### src/verilog/frlp_pkg.sv
/*
  Constants for the flash row latch programmer: widths, key values,
  the blank latch word and unlock timing.
  Assumes a 20 MHz system clock.
*/
package frlp_pkg;
  // ****************************************
  // geometry
  // ****************************************
  localparam int          ADDR_W       = 15;
  localparam int          ROW_W        = 10;
  localparam int          IDX_W        = 5;
  localparam int          WORD_W       = 14;
  localparam int          NUM_LATCH    = 32;
  localparam int          ADDR_HIGH_W  = 7;
  localparam int          DATA_HIGH_W  = 6;
  localparam logic [13:0] BLANK_WORD   = 14'h3FFF;
  localparam logic [4:0]  LAST_IDX     = 5'h1F;

  // ****************************************
  // unlock keys and timing
  // ****************************************
  localparam logic [7:0]  KEY_FIRST    = 8'h55;
  localparam logic [7:0]  KEY_SECOND   = 8'hAA;
  localparam int          CLK_HZ       = 20_000_000;
  localparam int          UNLOCK_GAP_NS = 200;
  // longest gap rounds down, never below one cycle
  localparam int          UNLOCK_GAP_RAW = (UNLOCK_GAP_NS * (CLK_HZ / 1_000_000)) / 1000;
  localparam int          UNLOCK_GAP_CYC = (UNLOCK_GAP_RAW < 1) ? 1 : UNLOCK_GAP_RAW;
  localparam int          GAP_W        = 4;

  typedef enum logic [1:0] {UL_IDLE, UL_GOT_FIRST, UL_GOT_SECOND} frlp_unlock_e;
  typedef enum logic [2:0] {ST_IDLE, ST_FETCH, ST_ISSUE, ST_WAIT, ST_ERASE, ST_CLEAR}
    frlp_state_e;
endpackage

### src/verilog/frlp_latch_mem.sv
/*
  Bank of 32 write latches with a registered read port.
  A per-latch loaded bit lets the whole bank return to blank in one cycle.
*/
`timescale 1ns/1ps
module frlp_latch_mem
  import frlp_pkg::*;
(
  input  wire logic              clk_i,
  input  wire logic              sys_rst_i,
  input  wire logic              wr_en_i,
  input  wire logic [IDX_W-1:0]  wr_idx_i,
  input  wire logic [WORD_W-1:0] wr_data_i,
  input  wire logic [IDX_W-1:0]  rd_idx_i,
  input  wire logic              blank_all_i,
  output logic      [WORD_W-1:0] rd_data_o
);
  logic [WORD_W-1:0]    word_ff [NUM_LATCH];
  logic [NUM_LATCH-1:0] loaded_ff;

  wire [WORD_W-1:0] rd_word = loaded_ff[rd_idx_i] ? word_ff[rd_idx_i] : BLANK_WORD;

  always_ff @(posedge clk_i)
  begin
    if (wr_en_i)
    begin
      word_ff[wr_idx_i] <= wr_data_i;
    end
  end

  // clearing the loaded bits is cheaper than rewriting every word
  always_ff @(posedge clk_i)
  begin
    if (sys_rst_i || blank_all_i)
    begin
      loaded_ff <= '0;
    end
    else if (wr_en_i)
    begin
      loaded_ff[wr_idx_i] <= 1'b1;
    end
  end

  always_ff @(posedge clk_i)
  begin
    if (sys_rst_i)
    begin
      rd_data_o <= BLANK_WORD;
    end
    else
    begin
      rd_data_o <= rd_word;
    end
  end
endmodule

### src/verilog/frlp_top.sv
/*
  Flash row latch programmer: unlock sequence checker, latch loading,
  row programming and row erase towards the program flash array.
  Assumes software-side control bits arrive as synchronous levels and
  strobes, and that the array acknowledges each word or erase with a pulse.
*/
// Functional notes
// - row is upper ten address bits; latch index is low five bits of low byte.
// - one program touches only one row; row is frozen at start.
// - every program or erase completion returns all latches to blank 3FFF.
// - programming never erases; erase is its own operation.
// - thirty-two latches per row; a program writes at most thirty-two words.
// - latch-only set: unlock sequence loads the addressed latch only.
// - latch-only clear: unlock loads final word then programs whole row.
// - broken unlock sequence aborts with no latch or flash effect.
// - erase works only on whole rows.
// - unlock is key 55h, key AAh, then go bit, in strict order.
// - completion sets done flag; interrupt when done enable is set.
`timescale 1ns/1ps
module frlp_top
  import frlp_pkg::*;
(
  input  wire logic                   clk_i,
  input  wire logic                   sys_rst_i,
  input  wire logic                   program_enable_i,
  input  wire logic                   region_select_i,
  input  wire logic                   latch_only_select_i,
  input  wire logic                   erase_select_i,
  input  wire logic                   nv_done_irq_enable_i,
  input  wire logic [ADDR_HIGH_W-1:0] nv_addr_high_i,
  input  wire logic [7:0]             nv_addr_low_i,
  input  wire logic [DATA_HIGH_W-1:0] nv_data_high_i,
  input  wire logic [7:0]             nv_data_low_i,
  input  wire logic                   key_wr_i,
  input  wire logic [7:0]             key_data_i,
  input  wire logic                   go_set_i,
  input  wire logic                   done_clr_i,
  input  wire logic                   flash_ack_i,
  output logic                        prog_go_o,
  output logic                        nv_done_flag_o,
  output logic                        nv_done_irq_o,
  output logic                        flash_wr_req_o,
  output logic                        flash_erase_req_o,
  output logic      [ADDR_W-1:0]      flash_addr_o,
  output logic      [WORD_W-1:0]      flash_data_o
);
  // ****************************************
  // address and data split
  // ****************************************
  // row and latch index
  wire [ROW_W-1:0]  row_addr  = {nv_addr_high_i, nv_addr_low_i[7:5]};
  wire [IDX_W-1:0]  latch_idx = nv_addr_low_i[4:0];
  wire [WORD_W-1:0] data_word = {nv_data_high_i, nv_data_low_i};

  // ****************************************
  // unlock sequence
  // ****************************************
  frlp_unlock_e     ul_ff;
  frlp_unlock_e     nxt_ul;
  logic [GAP_W-1:0] gap_ff;
  frlp_state_e      st_ff;
  frlp_state_e      nxt_st;

  wire gap_ok     = (gap_ff < GAP_W'(UNLOCK_GAP_CYC));
  wire busy       = (st_ff != ST_IDLE) || prog_go_o;
  wire key_first  = key_wr_i && (key_data_i == KEY_FIRST);
  wire key_second = key_wr_i && (key_data_i == KEY_SECOND);
  // go only counts right after the two keys
  wire unlock_hit = (ul_ff == UL_GOT_SECOND) && go_set_i && gap_ok && !key_wr_i;
  // region select high targets other memories, which this block does not serve
  wire go_valid   = unlock_hit && program_enable_i && !region_select_i && !busy;

  always_comb
  begin
    nxt_ul = ul_ff;
    unique case (ul_ff)
      UL_IDLE:
        nxt_ul = key_first ? UL_GOT_FIRST : UL_IDLE;
      // a wrong key, stray go or long gap drops the sequence
      UL_GOT_FIRST:
        if (key_second && gap_ok && !go_set_i)
          nxt_ul = UL_GOT_SECOND;
        else if (key_wr_i || go_set_i || !gap_ok)
          nxt_ul = key_first ? UL_GOT_FIRST : UL_IDLE;
      UL_GOT_SECOND:
        if (key_wr_i || go_set_i || !gap_ok)
          nxt_ul = key_first ? UL_GOT_FIRST : UL_IDLE;
    endcase
  end

  wire ul_step = (nxt_ul != ul_ff) || key_wr_i;

  always_ff @(posedge clk_i)
  begin
    if (sys_rst_i)
    begin
      ul_ff  <= UL_IDLE;
      gap_ff <= '0;
    end
    else
    begin
      ul_ff  <= nxt_ul;
      gap_ff <= ul_step ? '0 : (gap_ok ? gap_ff + GAP_W'(1) : gap_ff);
    end
  end

  // ****************************************
  // latch bank
  // ****************************************
  logic [IDX_W-1:0]  idx_ff;
  logic [ROW_W-1:0]  row_ff;
  logic [WORD_W-1:0] rd_data;

  // a valid unlock always loads the addressed latch, unless erasing
  wire latch_wr  = go_valid && !erase_select_i;
  // blank every latch when program or erase finishes
  wire blank_all = (st_ff == ST_CLEAR);

  frlp_latch_mem u_latch (
    .clk_i       (clk_i),
    .sys_rst_i   (sys_rst_i),
    .wr_en_i     (latch_wr),
    .wr_idx_i    (latch_idx),
    .wr_data_i   (data_word),
    .rd_idx_i    (idx_ff),
    .blank_all_i (blank_all),
    .rd_data_o   (rd_data)
  );

  // ****************************************
  // operation sequencer
  // ****************************************
  always_comb
  begin
    nxt_st = st_ff;
    unique case (st_ff)
      ST_IDLE:
        // erase is row wide; program never erases
        if (go_valid && erase_select_i)
          nxt_st = ST_ERASE;
        // last word loaded, then the whole row goes out
        else if (go_valid && !latch_only_select_i)
          nxt_st = ST_FETCH;
      ST_FETCH:
        nxt_st = ST_ISSUE;
      ST_ISSUE:
        nxt_st = ST_WAIT;
      ST_WAIT:
        if (flash_ack_i)
          nxt_st = (idx_ff == LAST_IDX) ? ST_CLEAR : ST_FETCH;
      ST_ERASE:
        if (flash_ack_i)
          nxt_st = ST_CLEAR;
      ST_CLEAR:
        nxt_st = ST_IDLE;
      default:
        nxt_st = ST_IDLE;
    endcase
  end

  always_ff @(posedge clk_i)
  begin
    if (sys_rst_i)
    begin
      st_ff  <= ST_IDLE;
      idx_ff <= '0;
      row_ff <= '0;
    end
    else
    begin
      st_ff <= nxt_st;
      // row frozen for the whole operation
      if (go_valid)
      begin
        row_ff <= row_addr;
        idx_ff <= '0;
      end
      else if ((st_ff == ST_WAIT) && flash_ack_i && (idx_ff != LAST_IDX))
      begin
        idx_ff <= idx_ff + IDX_W'(1);
      end
    end
  end

  // ****************************************
  // array requests and status
  // ****************************************
  wire op_done = (st_ff == ST_CLEAR);
  // latch-only loads finish in the cycle after the go bit is taken
  wire load_done = prog_go_o && (st_ff == ST_IDLE);

  always_ff @(posedge clk_i)
  begin
    if (sys_rst_i)
    begin
      flash_wr_req_o    <= 1'b0;
      flash_erase_req_o <= 1'b0;
      flash_addr_o      <= '0;
      flash_data_o      <= BLANK_WORD;
    end
    else
    begin
      if (st_ff == ST_ISSUE)
      begin
        flash_wr_req_o <= 1'b1;
        flash_addr_o   <= {row_ff, idx_ff};
        flash_data_o   <= rd_data;
      end
      else if (flash_ack_i)
      begin
        flash_wr_req_o <= 1'b0;
      end
      if (go_valid && erase_select_i)
      begin
        flash_erase_req_o <= 1'b1;
        flash_addr_o      <= {row_addr, IDX_W'(0)};
      end
      else if (flash_ack_i)
      begin
        flash_erase_req_o <= 1'b0;
      end
    end
  end

  always_ff @(posedge clk_i)
  begin
    if (sys_rst_i)
    begin
      prog_go_o      <= 1'b0;
      nv_done_flag_o <= 1'b0;
      nv_done_irq_o  <= 1'b0;
    end
    else
    begin
      // go held through the operation, cleared by hardware
      // idle with go high can only be a latch load, so the clear must not
      // depend on latch-only: software may flip it right after the go
      if (go_valid)
        prog_go_o <= 1'b1;
      else if (op_done || load_done)
        prog_go_o <= 1'b0;
      // set wins over a simultaneous clear
      if (op_done)
        nv_done_flag_o <= 1'b1;
      else if (done_clr_i)
        nv_done_flag_o <= 1'b0;
      nv_done_irq_o <= (op_done || (nv_done_flag_o && !done_clr_i)) && nv_done_irq_enable_i;
    end
  end
endmodule

### config.mk
export PLATFORM = sky130hd
export DESIGN_NAME = frlp_top
export DESIGN_NICKNAME = d
export VERILOG_FILES = /design/src/verilog/frlp_pkg.sv /design/src/verilog/frlp_latch_mem.sv /design/src/verilog/frlp_top.sv
export SDC_FILE = /design/constraint.sdc
export NUM_CORES = 1
export LEC_CHECK = 0
export ABC_AREA = 1
export ABC_CLOCK_PERIOD_IN_PS = 2900
export BUFFER_PORTS_ARGS = -buffer_cell sky130_fd_sc_hd__clkbuf_2
export CAP_MARGIN = 0
export CORE_ASPECT_RATIO = 0.6
export CORE_MARGIN = 4
export CORE_UTILIZATION = 28
export DETAILED_ROUTE_END_ITERATION = 10
export SYNTH_ARGS = -nofsm -noshare
export SYNTH_HDL_FRONTEND = slang
export SYNTH_SLANG_ARGS = --single-unit
### constraint.sdc
create_clock -name clk_i -period 2.9 [get_ports clk_i]
set_clock_uncertainty 0.05 [all_clocks]
set_input_delay 0.58 -clock clk_i [delete_from_list [all_inputs] [get_ports clk_i]]
set_output_delay 0.58 -clock clk_i [all_outputs]
set_load 0.01 [all_outputs]
After elaboration in Yosys (flattened, before gate mapping)
Memory sizes are Yosys's and may differ from the RTL's. A register that Yosys moved wholly into a read port is not among the register bits.
Index checks and enable logic that the tools add are counted.
{"block": "totals", "ff_bits": 90, "ramBits": 448, "in_bits": 48, "output_inout_bits": 34, "elab_cells": 110, "n_memories": 1}
{"memory": "u_latch.word_ff", "depth": 32, "width": 14, "read_ports": 1, "rd_ports_with_merged_regs": 1, "write_ports": 1, "line_no": "frlp_latch_mem.sv:18", "rtl": "logic [WORD_W-1:0] word_ff [NUM_LATCH];"}
{"block": "classes", "add_sub_neg": 2, "magnitude_cmp": 4, "n_eq_ne": 15, "n_mux": 25, "bitwise_logic": 2, "n_reduce_logical": 47}
{"op": "$or 32x32->32", "n": 1}
{"op": "$mux 15", "n": 2}
{"op": "$logic_and 1x1->1", "n": 19}
{"op": "$mux 3", "n": 5}
{"op": "$pmux 3 s5", "n": 1}
{"op": "$lt 5x6->1 const B", "n": 2}
{"op": "$mux 1", "n": 12}
{"op": "$reduce_bool 2->1", "n": 5}
{"op": "$eq 8x7->1 const B", "n": 1}
{"op": "$eq 8x8->1 const B", "n": 1}
{"op": "$logic_not 1->1", "n": 8}
{"op": "$reduce_or 2->1", "n": 4}
{"op": "$logic_or 1x1->1", "n": 7}
{"op": "$eq 3x2->1 const B", "n": 2}
{"op": "$eq 3x3->1 const B", "n": 2}
{"op": "$pmux 2 s3", "n": 1}
{"op": "$add 5x1->5 const B", "n": 1}
{"op": "$bmux 1 s5", "n": 1}
{"op": "$demux 1 s5", "n": 1}
{"op": "$eq 5x5->1 const B", "n": 1}
{"op": "$ge 5x1->1 const B", "n": 1}
{"op": "$ne 5x5->1 const B", "n": 1}
{"op": "$add 4x1->4 const B", "n": 1}
{"op": "$lt 4x3->1 const B", "n": 1}
{"op": "other kinds (12)", "n": 14}

Logic depth before layout (Yosys ltp)
{"block": "logic_depth", "ltp_word": 11, "mapped_depth": 15, "depth_no_buf": 11}

Cells and area by module
Synthesis repeated with hierarchy kept, for this count alone.
{"block": "unflattened", "cells_unflattened": 2377, "hier_area_um2": 23433.7}
{"module": "frlp_latch_mem", "instances": 1, "cells_each": 2021, "area_per_inst_um2": 20840.0, "seq_area_each_um2": 14373.8}
{"module": "frlp_top", "instances": 1, "cells_each": 356, "area_per_inst_um2": 2593.7, "seq_area_each_um2": 1161.1}

Worst setup path before layout
OpenSTA, ideal clock, no wires.
{"block": "synth_timing", "path_type": "in2reg", "from": "input port key_wr_i", "to": "memory u_latch.word_ff[12][0] (enable)", "setup_time_ns": 0.384, "arrival_ns": 2.068, "required_ns": 2.466, "path_slack_ns": 0.397, "stages": 7, "n_path_buf": 0, "path_cell_list": "nor2_1 nand3_1 nor2_2 nand2_1 nor3_2 nand2_1 nor2_1"}
{"block": "synth_between", "elab_chain_len": 8}
{"item": "from (decl)", "line_no": "frlp_top.sv:34", "rtl": "input wire logic key_wr_i,"}
{"item": "$logic_not 1->1", "line_no": "frlp_top.sv:69", "rtl": "wire unlock_hit = (ul_ff == UL_GOT_SECOND) && go_set_i && gap_ok && !key_wr_i;"}
{"item": "$logic_and 1x1->1", "line_no": "frlp_top.sv:69"}
{"item": "$logic_and 1x1->1 (3 in series)", "line_no": "frlp_top.sv:71", "rtl": "wire go_valid = unlock_hit && program_enable_i && !region_select_i && !busy;"}
{"item": "$logic_and 1x1->1", "line_no": "frlp_top.sv:115", "rtl": "wire latch_wr = go_valid && !erase_select_i;"}
{"item": "$mux 1", "line_no": "frlp_latch_mem.sv:25", "rtl": "if (wr_en_i)"}
{"item": "$mux 1 (not written as such)", "line_no": "frlp_latch_mem.sv:27", "rtl": "word_ff[wr_idx_i] <= wr_data_i;"}
{"item": "to (decl)", "line_no": "frlp_latch_mem.sv:18"}
No other way between the ends.

Worst setup path in the final report
{"block": "layout_timing", "from": "register ul_ff[0]", "to": "memory u_latch.word_ff[21][13] (enable)"}
{"block": "layout_between", "elab_chain_len": 10}
{"item": "from (decl)", "line_no": "frlp_top.sv:58", "rtl": "frlp_unlock_e ul_ff;"}
{"item": "from (signal assigned)", "line_no": "frlp_top.sv:102", "rtl": "ul_ff <= nxt_ul;"}
{"item": "$eq 2x2->1", "line_no": "frlp_top.sv:69"}
{"item": "$logic_and 1x1->1 (3 in series)", "line_no": "frlp_top.sv:69"}
{"item": "$logic_and 1x1->1 (3 in series)", "line_no": "frlp_top.sv:71"}
{"item": "$logic_and 1x1->1", "line_no": "frlp_top.sv:115"}
{"item": "$mux 1", "line_no": "frlp_latch_mem.sv:25"}
{"item": "$mux 1 (not written as such)", "line_no": "frlp_latch_mem.sv:27"}
No other way between the ends.

==> results.tsv <==
stage	metric	value	unit
run_status	status	completed	
floorplanning	Core Rows	80	
detailed_routing	vias per inst	4.79	
timing	post-layout min period	2470	ps
worst_setup_path	crit path max fanout	10	
logic_synthesis	Mapped Area	22500	um2
cts	worst skew pair latency	600	ps
placed_design	Setup Slack @ Placement	231	ps
logic_synthesis	Seq/Total Area, Yosys	68.9	%
cells_and_area	Post-Layout Inst Area	26300	um2
detailed_routing	number of detailed-route iterations in the first pass	6	
timing	RSZ-0062 raised after global routing	no	
logic_synthesis	syn nets	2214	
timing	Tcrit/Tclk final	85.3	%
logic_synthesis	Yosys top cell area share	59.7	%
floorplanning	io pins	82	
global_routing	GRT Total Usage	15.3	%
power	PwrDens	610	nW/um2
cts	Setup Fix Bufs, Post-CTS	0	
timing	setup TNS	0	ps
cts	H-tree levels	2	
logic_synthesis	Synth warnings	0	
global_routing	initial antenna violation count	1	
floorplanning	core area	79700	um2
cts	clk sinks	552	
worst_setup_path	WP data required	3140	ps
timing	# setup viols final	0	
cells_and_area	fraction of layout cells with a size suffix above 1	12.2	%
cts	post-CTS sizing	0	
global_routing	total grt overflow	0	
detailed_routing	drt initial violations	2272	
logic_synthesis	#FFs+latches synth	552	
floorplanning	Initial Util	28.3	%
logic_synthesis	Area contributors post-synth	edfxtp_1 60%, dfxtp_1 9.2%, nand2_1 6.8%	
global_routing	first-pass GRT wire length	99.7	mm
placed_design	hpwl dp	44.0	mm
logic_synthesis	post-synthesis cell type count	35	
detailed_routing	DR vias	16241	
cts	cts hold-fix bufs	0	
worst_setup_path	CP arrival	2710	ps
timing	final hold vios	0	
timing	slew margin rel.	29.7	%
timing	Achievable Freq	0.404	GHz
global_routing	vias in the first global route	15163	
timing	Setup WS post-layout	427	ps
worst_hold_path	hold crit path type	input port to register	
power	leakage power	9.55	nW
placed_design	Post-DP Area	24600	um2
floorplanning	Die Ht	228	um
flow_run	max cap viols	0	
detailed_routing	# DRC	0	
detailed_routing	Final ANT Viol Nets	0	
floorplanning	die area	85300	um2
cts	CTS tree	done	
cells_and_area	synth-to-layout area growth	16.6	%
detailed_routing	WL/cell	19.8	um
worst_setup_path	critical path type	register to register	
cts	cts bufs inserted	51	
detailed_routing	routed wire length	67.3	mm
cells_and_area	number of diodes	0	
power	Peak VDD IR	0.000423	V
floorplanning	Die Width	374	um
timing	Slew @ Worst Pin	1050	ps
placed_design	GP Congestion	0.910	
cells_and_area	Post-layout nets	2336	
cts	Clock transition at path regs	70	ps
logic_synthesis	syn avg cell area	10.4	um2
placed_design	buffers added on ports	81	
logic_synthesis	Gate Count Post-Synth	2161	
cts	Root Buffer	clkbuf_16	
logic_synthesis	Post-synth EDFFs	448	
global_routing	largest net degree at the start of global routing	85	
worst_setup_path	R2R Setup Slk	430	ps
cts	clock buffer depth	3	
logic_synthesis	Post-synth ARST share	0	%
timing	hold slack	165	ps
worst_setup_path	CP Capture Type	register	
logic_synthesis	Top FF cell, synth	edfxtp_1	
worst_setup_path	CP Launch Type	register	
timing	final max-slew violation count	0	
logic_synthesis	Yosys top cell by area	edfxtp_1	
==> critical path, stage by stage (launching register included) <==
cell and delay [ps]:
dfxtp_1 350, inv_1 70, ha_1 210, nand3_1 130, nor2_2 180, nand2_1 180
nor3_2 230, buf_4 170, nand2_1 50, buf_4 160, nor2_1 160, buf_4 240
==> path summary, 6_finish.rpt <==
kind | to | depth (start not counted) | start
hold reg to reg | flash_data_o[0] | 2 | u_latch.rd_data_o[0]
hold / removal | flash_addr_o[6] | 3 | nv_addr_low_i[6]
setup / recovery | u_latch.word_ff[21][13] | 11 | ul_ff[0]
setup reg to reg | u_latch.word_ff[21][13] | 11 | ul_ff[0]
==> layout by cell type (no fill, tap or decap), drive strengths merged <==
cell type and count:
a211oi 3, a21oi 80, buf 106, bufinv 5, clkbuf 154, clkinv 14, clkinvlp 2, dfxtp 104
edfxtp 448, ha 5, inv 135, mux2i 1, nand2 417, nand3 227, nand4 6, nor2 406
nor3 6, nor3b 1, o211ai 10, o21a 1, o21ai 183, o21bai 1, o22ai 7, o31ai 1
or2 1, xnor2 1
==> final cells by class <==
cell class              count  area [um2]
repair buffers            187        1300
multi-input cells        1357        5920
clock inverters            22         256
inverters                 134         510
clock buffers              73        1420
flip-flops and latches    552       15500
fillers                  8150       53400
well taps                1066        1330
==> power by group <==
part           leakage [nW]  switching (mW)  internal (mW)
clock network         0.813            3.00           3.87
registers              4.87          0.0225           8.58
logic                  3.87           0.423          0.130
total                  9.55            3.45           12.6
==> routing by layer <==
layer	routed length (um)	track usage (%)	share of wire, %
met1	32100	24.4	48
met2	26000	20.0	39
met3	8430	5.11	13
met4	711	2.08	1.1
met5	0	0	0
==> registers in the layout, indices dropped and copies added (netlist names), 2 cells and up <==
| signal | flops |
|---|---|
| row_ff | 10 |
| gap_ff | 4 |
| u_latch.word_ff | 448 |
| idx_ff | 5 |
| ul_ff | 2 |
| flash_data_o | 14 |
| flash_addr_o | 15 |
| u_latch.loaded_ff | 32 |
| u_latch.rd_data_o | 14 |
| st_ff | 3 |
==> cell families after synthesis <==
kind of cell / count (synthesis) / share of synthesized area [%]
compound gates: 286 / 6.57
xor+xnor: 1 / 0.0389
fa+ha+maj: 5 / 0.277
buf+inv: 252 / 4.82
flops: 552 / 68.9
mux: 1 / 0.0444
simple gates: 1064 / 19.3
==> per-stage QoR <==
step	power, mW	std cells	util, %
floorplan	8.98	2161	-
global placement	9.32	3296	30.9
detailed placement	9.32	3296	30.9
CTS	16.1	3391	33.0
global route	16.5	3391	33.0
finish	16.0	3391	33.0
==> Yosys cell counts, types with 2 or more instances <==
cell type / number
o211ai_1: 10
inv_1: 129
nor3_1: 4
buf_6: 4
o21ai_0: 182
nand4_1: 6
buf_1: 14
ha_1: 5
inv_2: 3
nor2_4: 2
buf_2: 51
buf_4: 9
a21oi_1: 80
dfxtp_1: 104
nand3_1: 227
a211oi_1: 3
nor3_2: 2
clkbuf_1: 39
o22ai_1: 7
nor2_1: 403
nand2_1: 406
edfxtp_1: 448
nand2_2: 11
No activity file was read; power rests on OpenSTA's default activity.
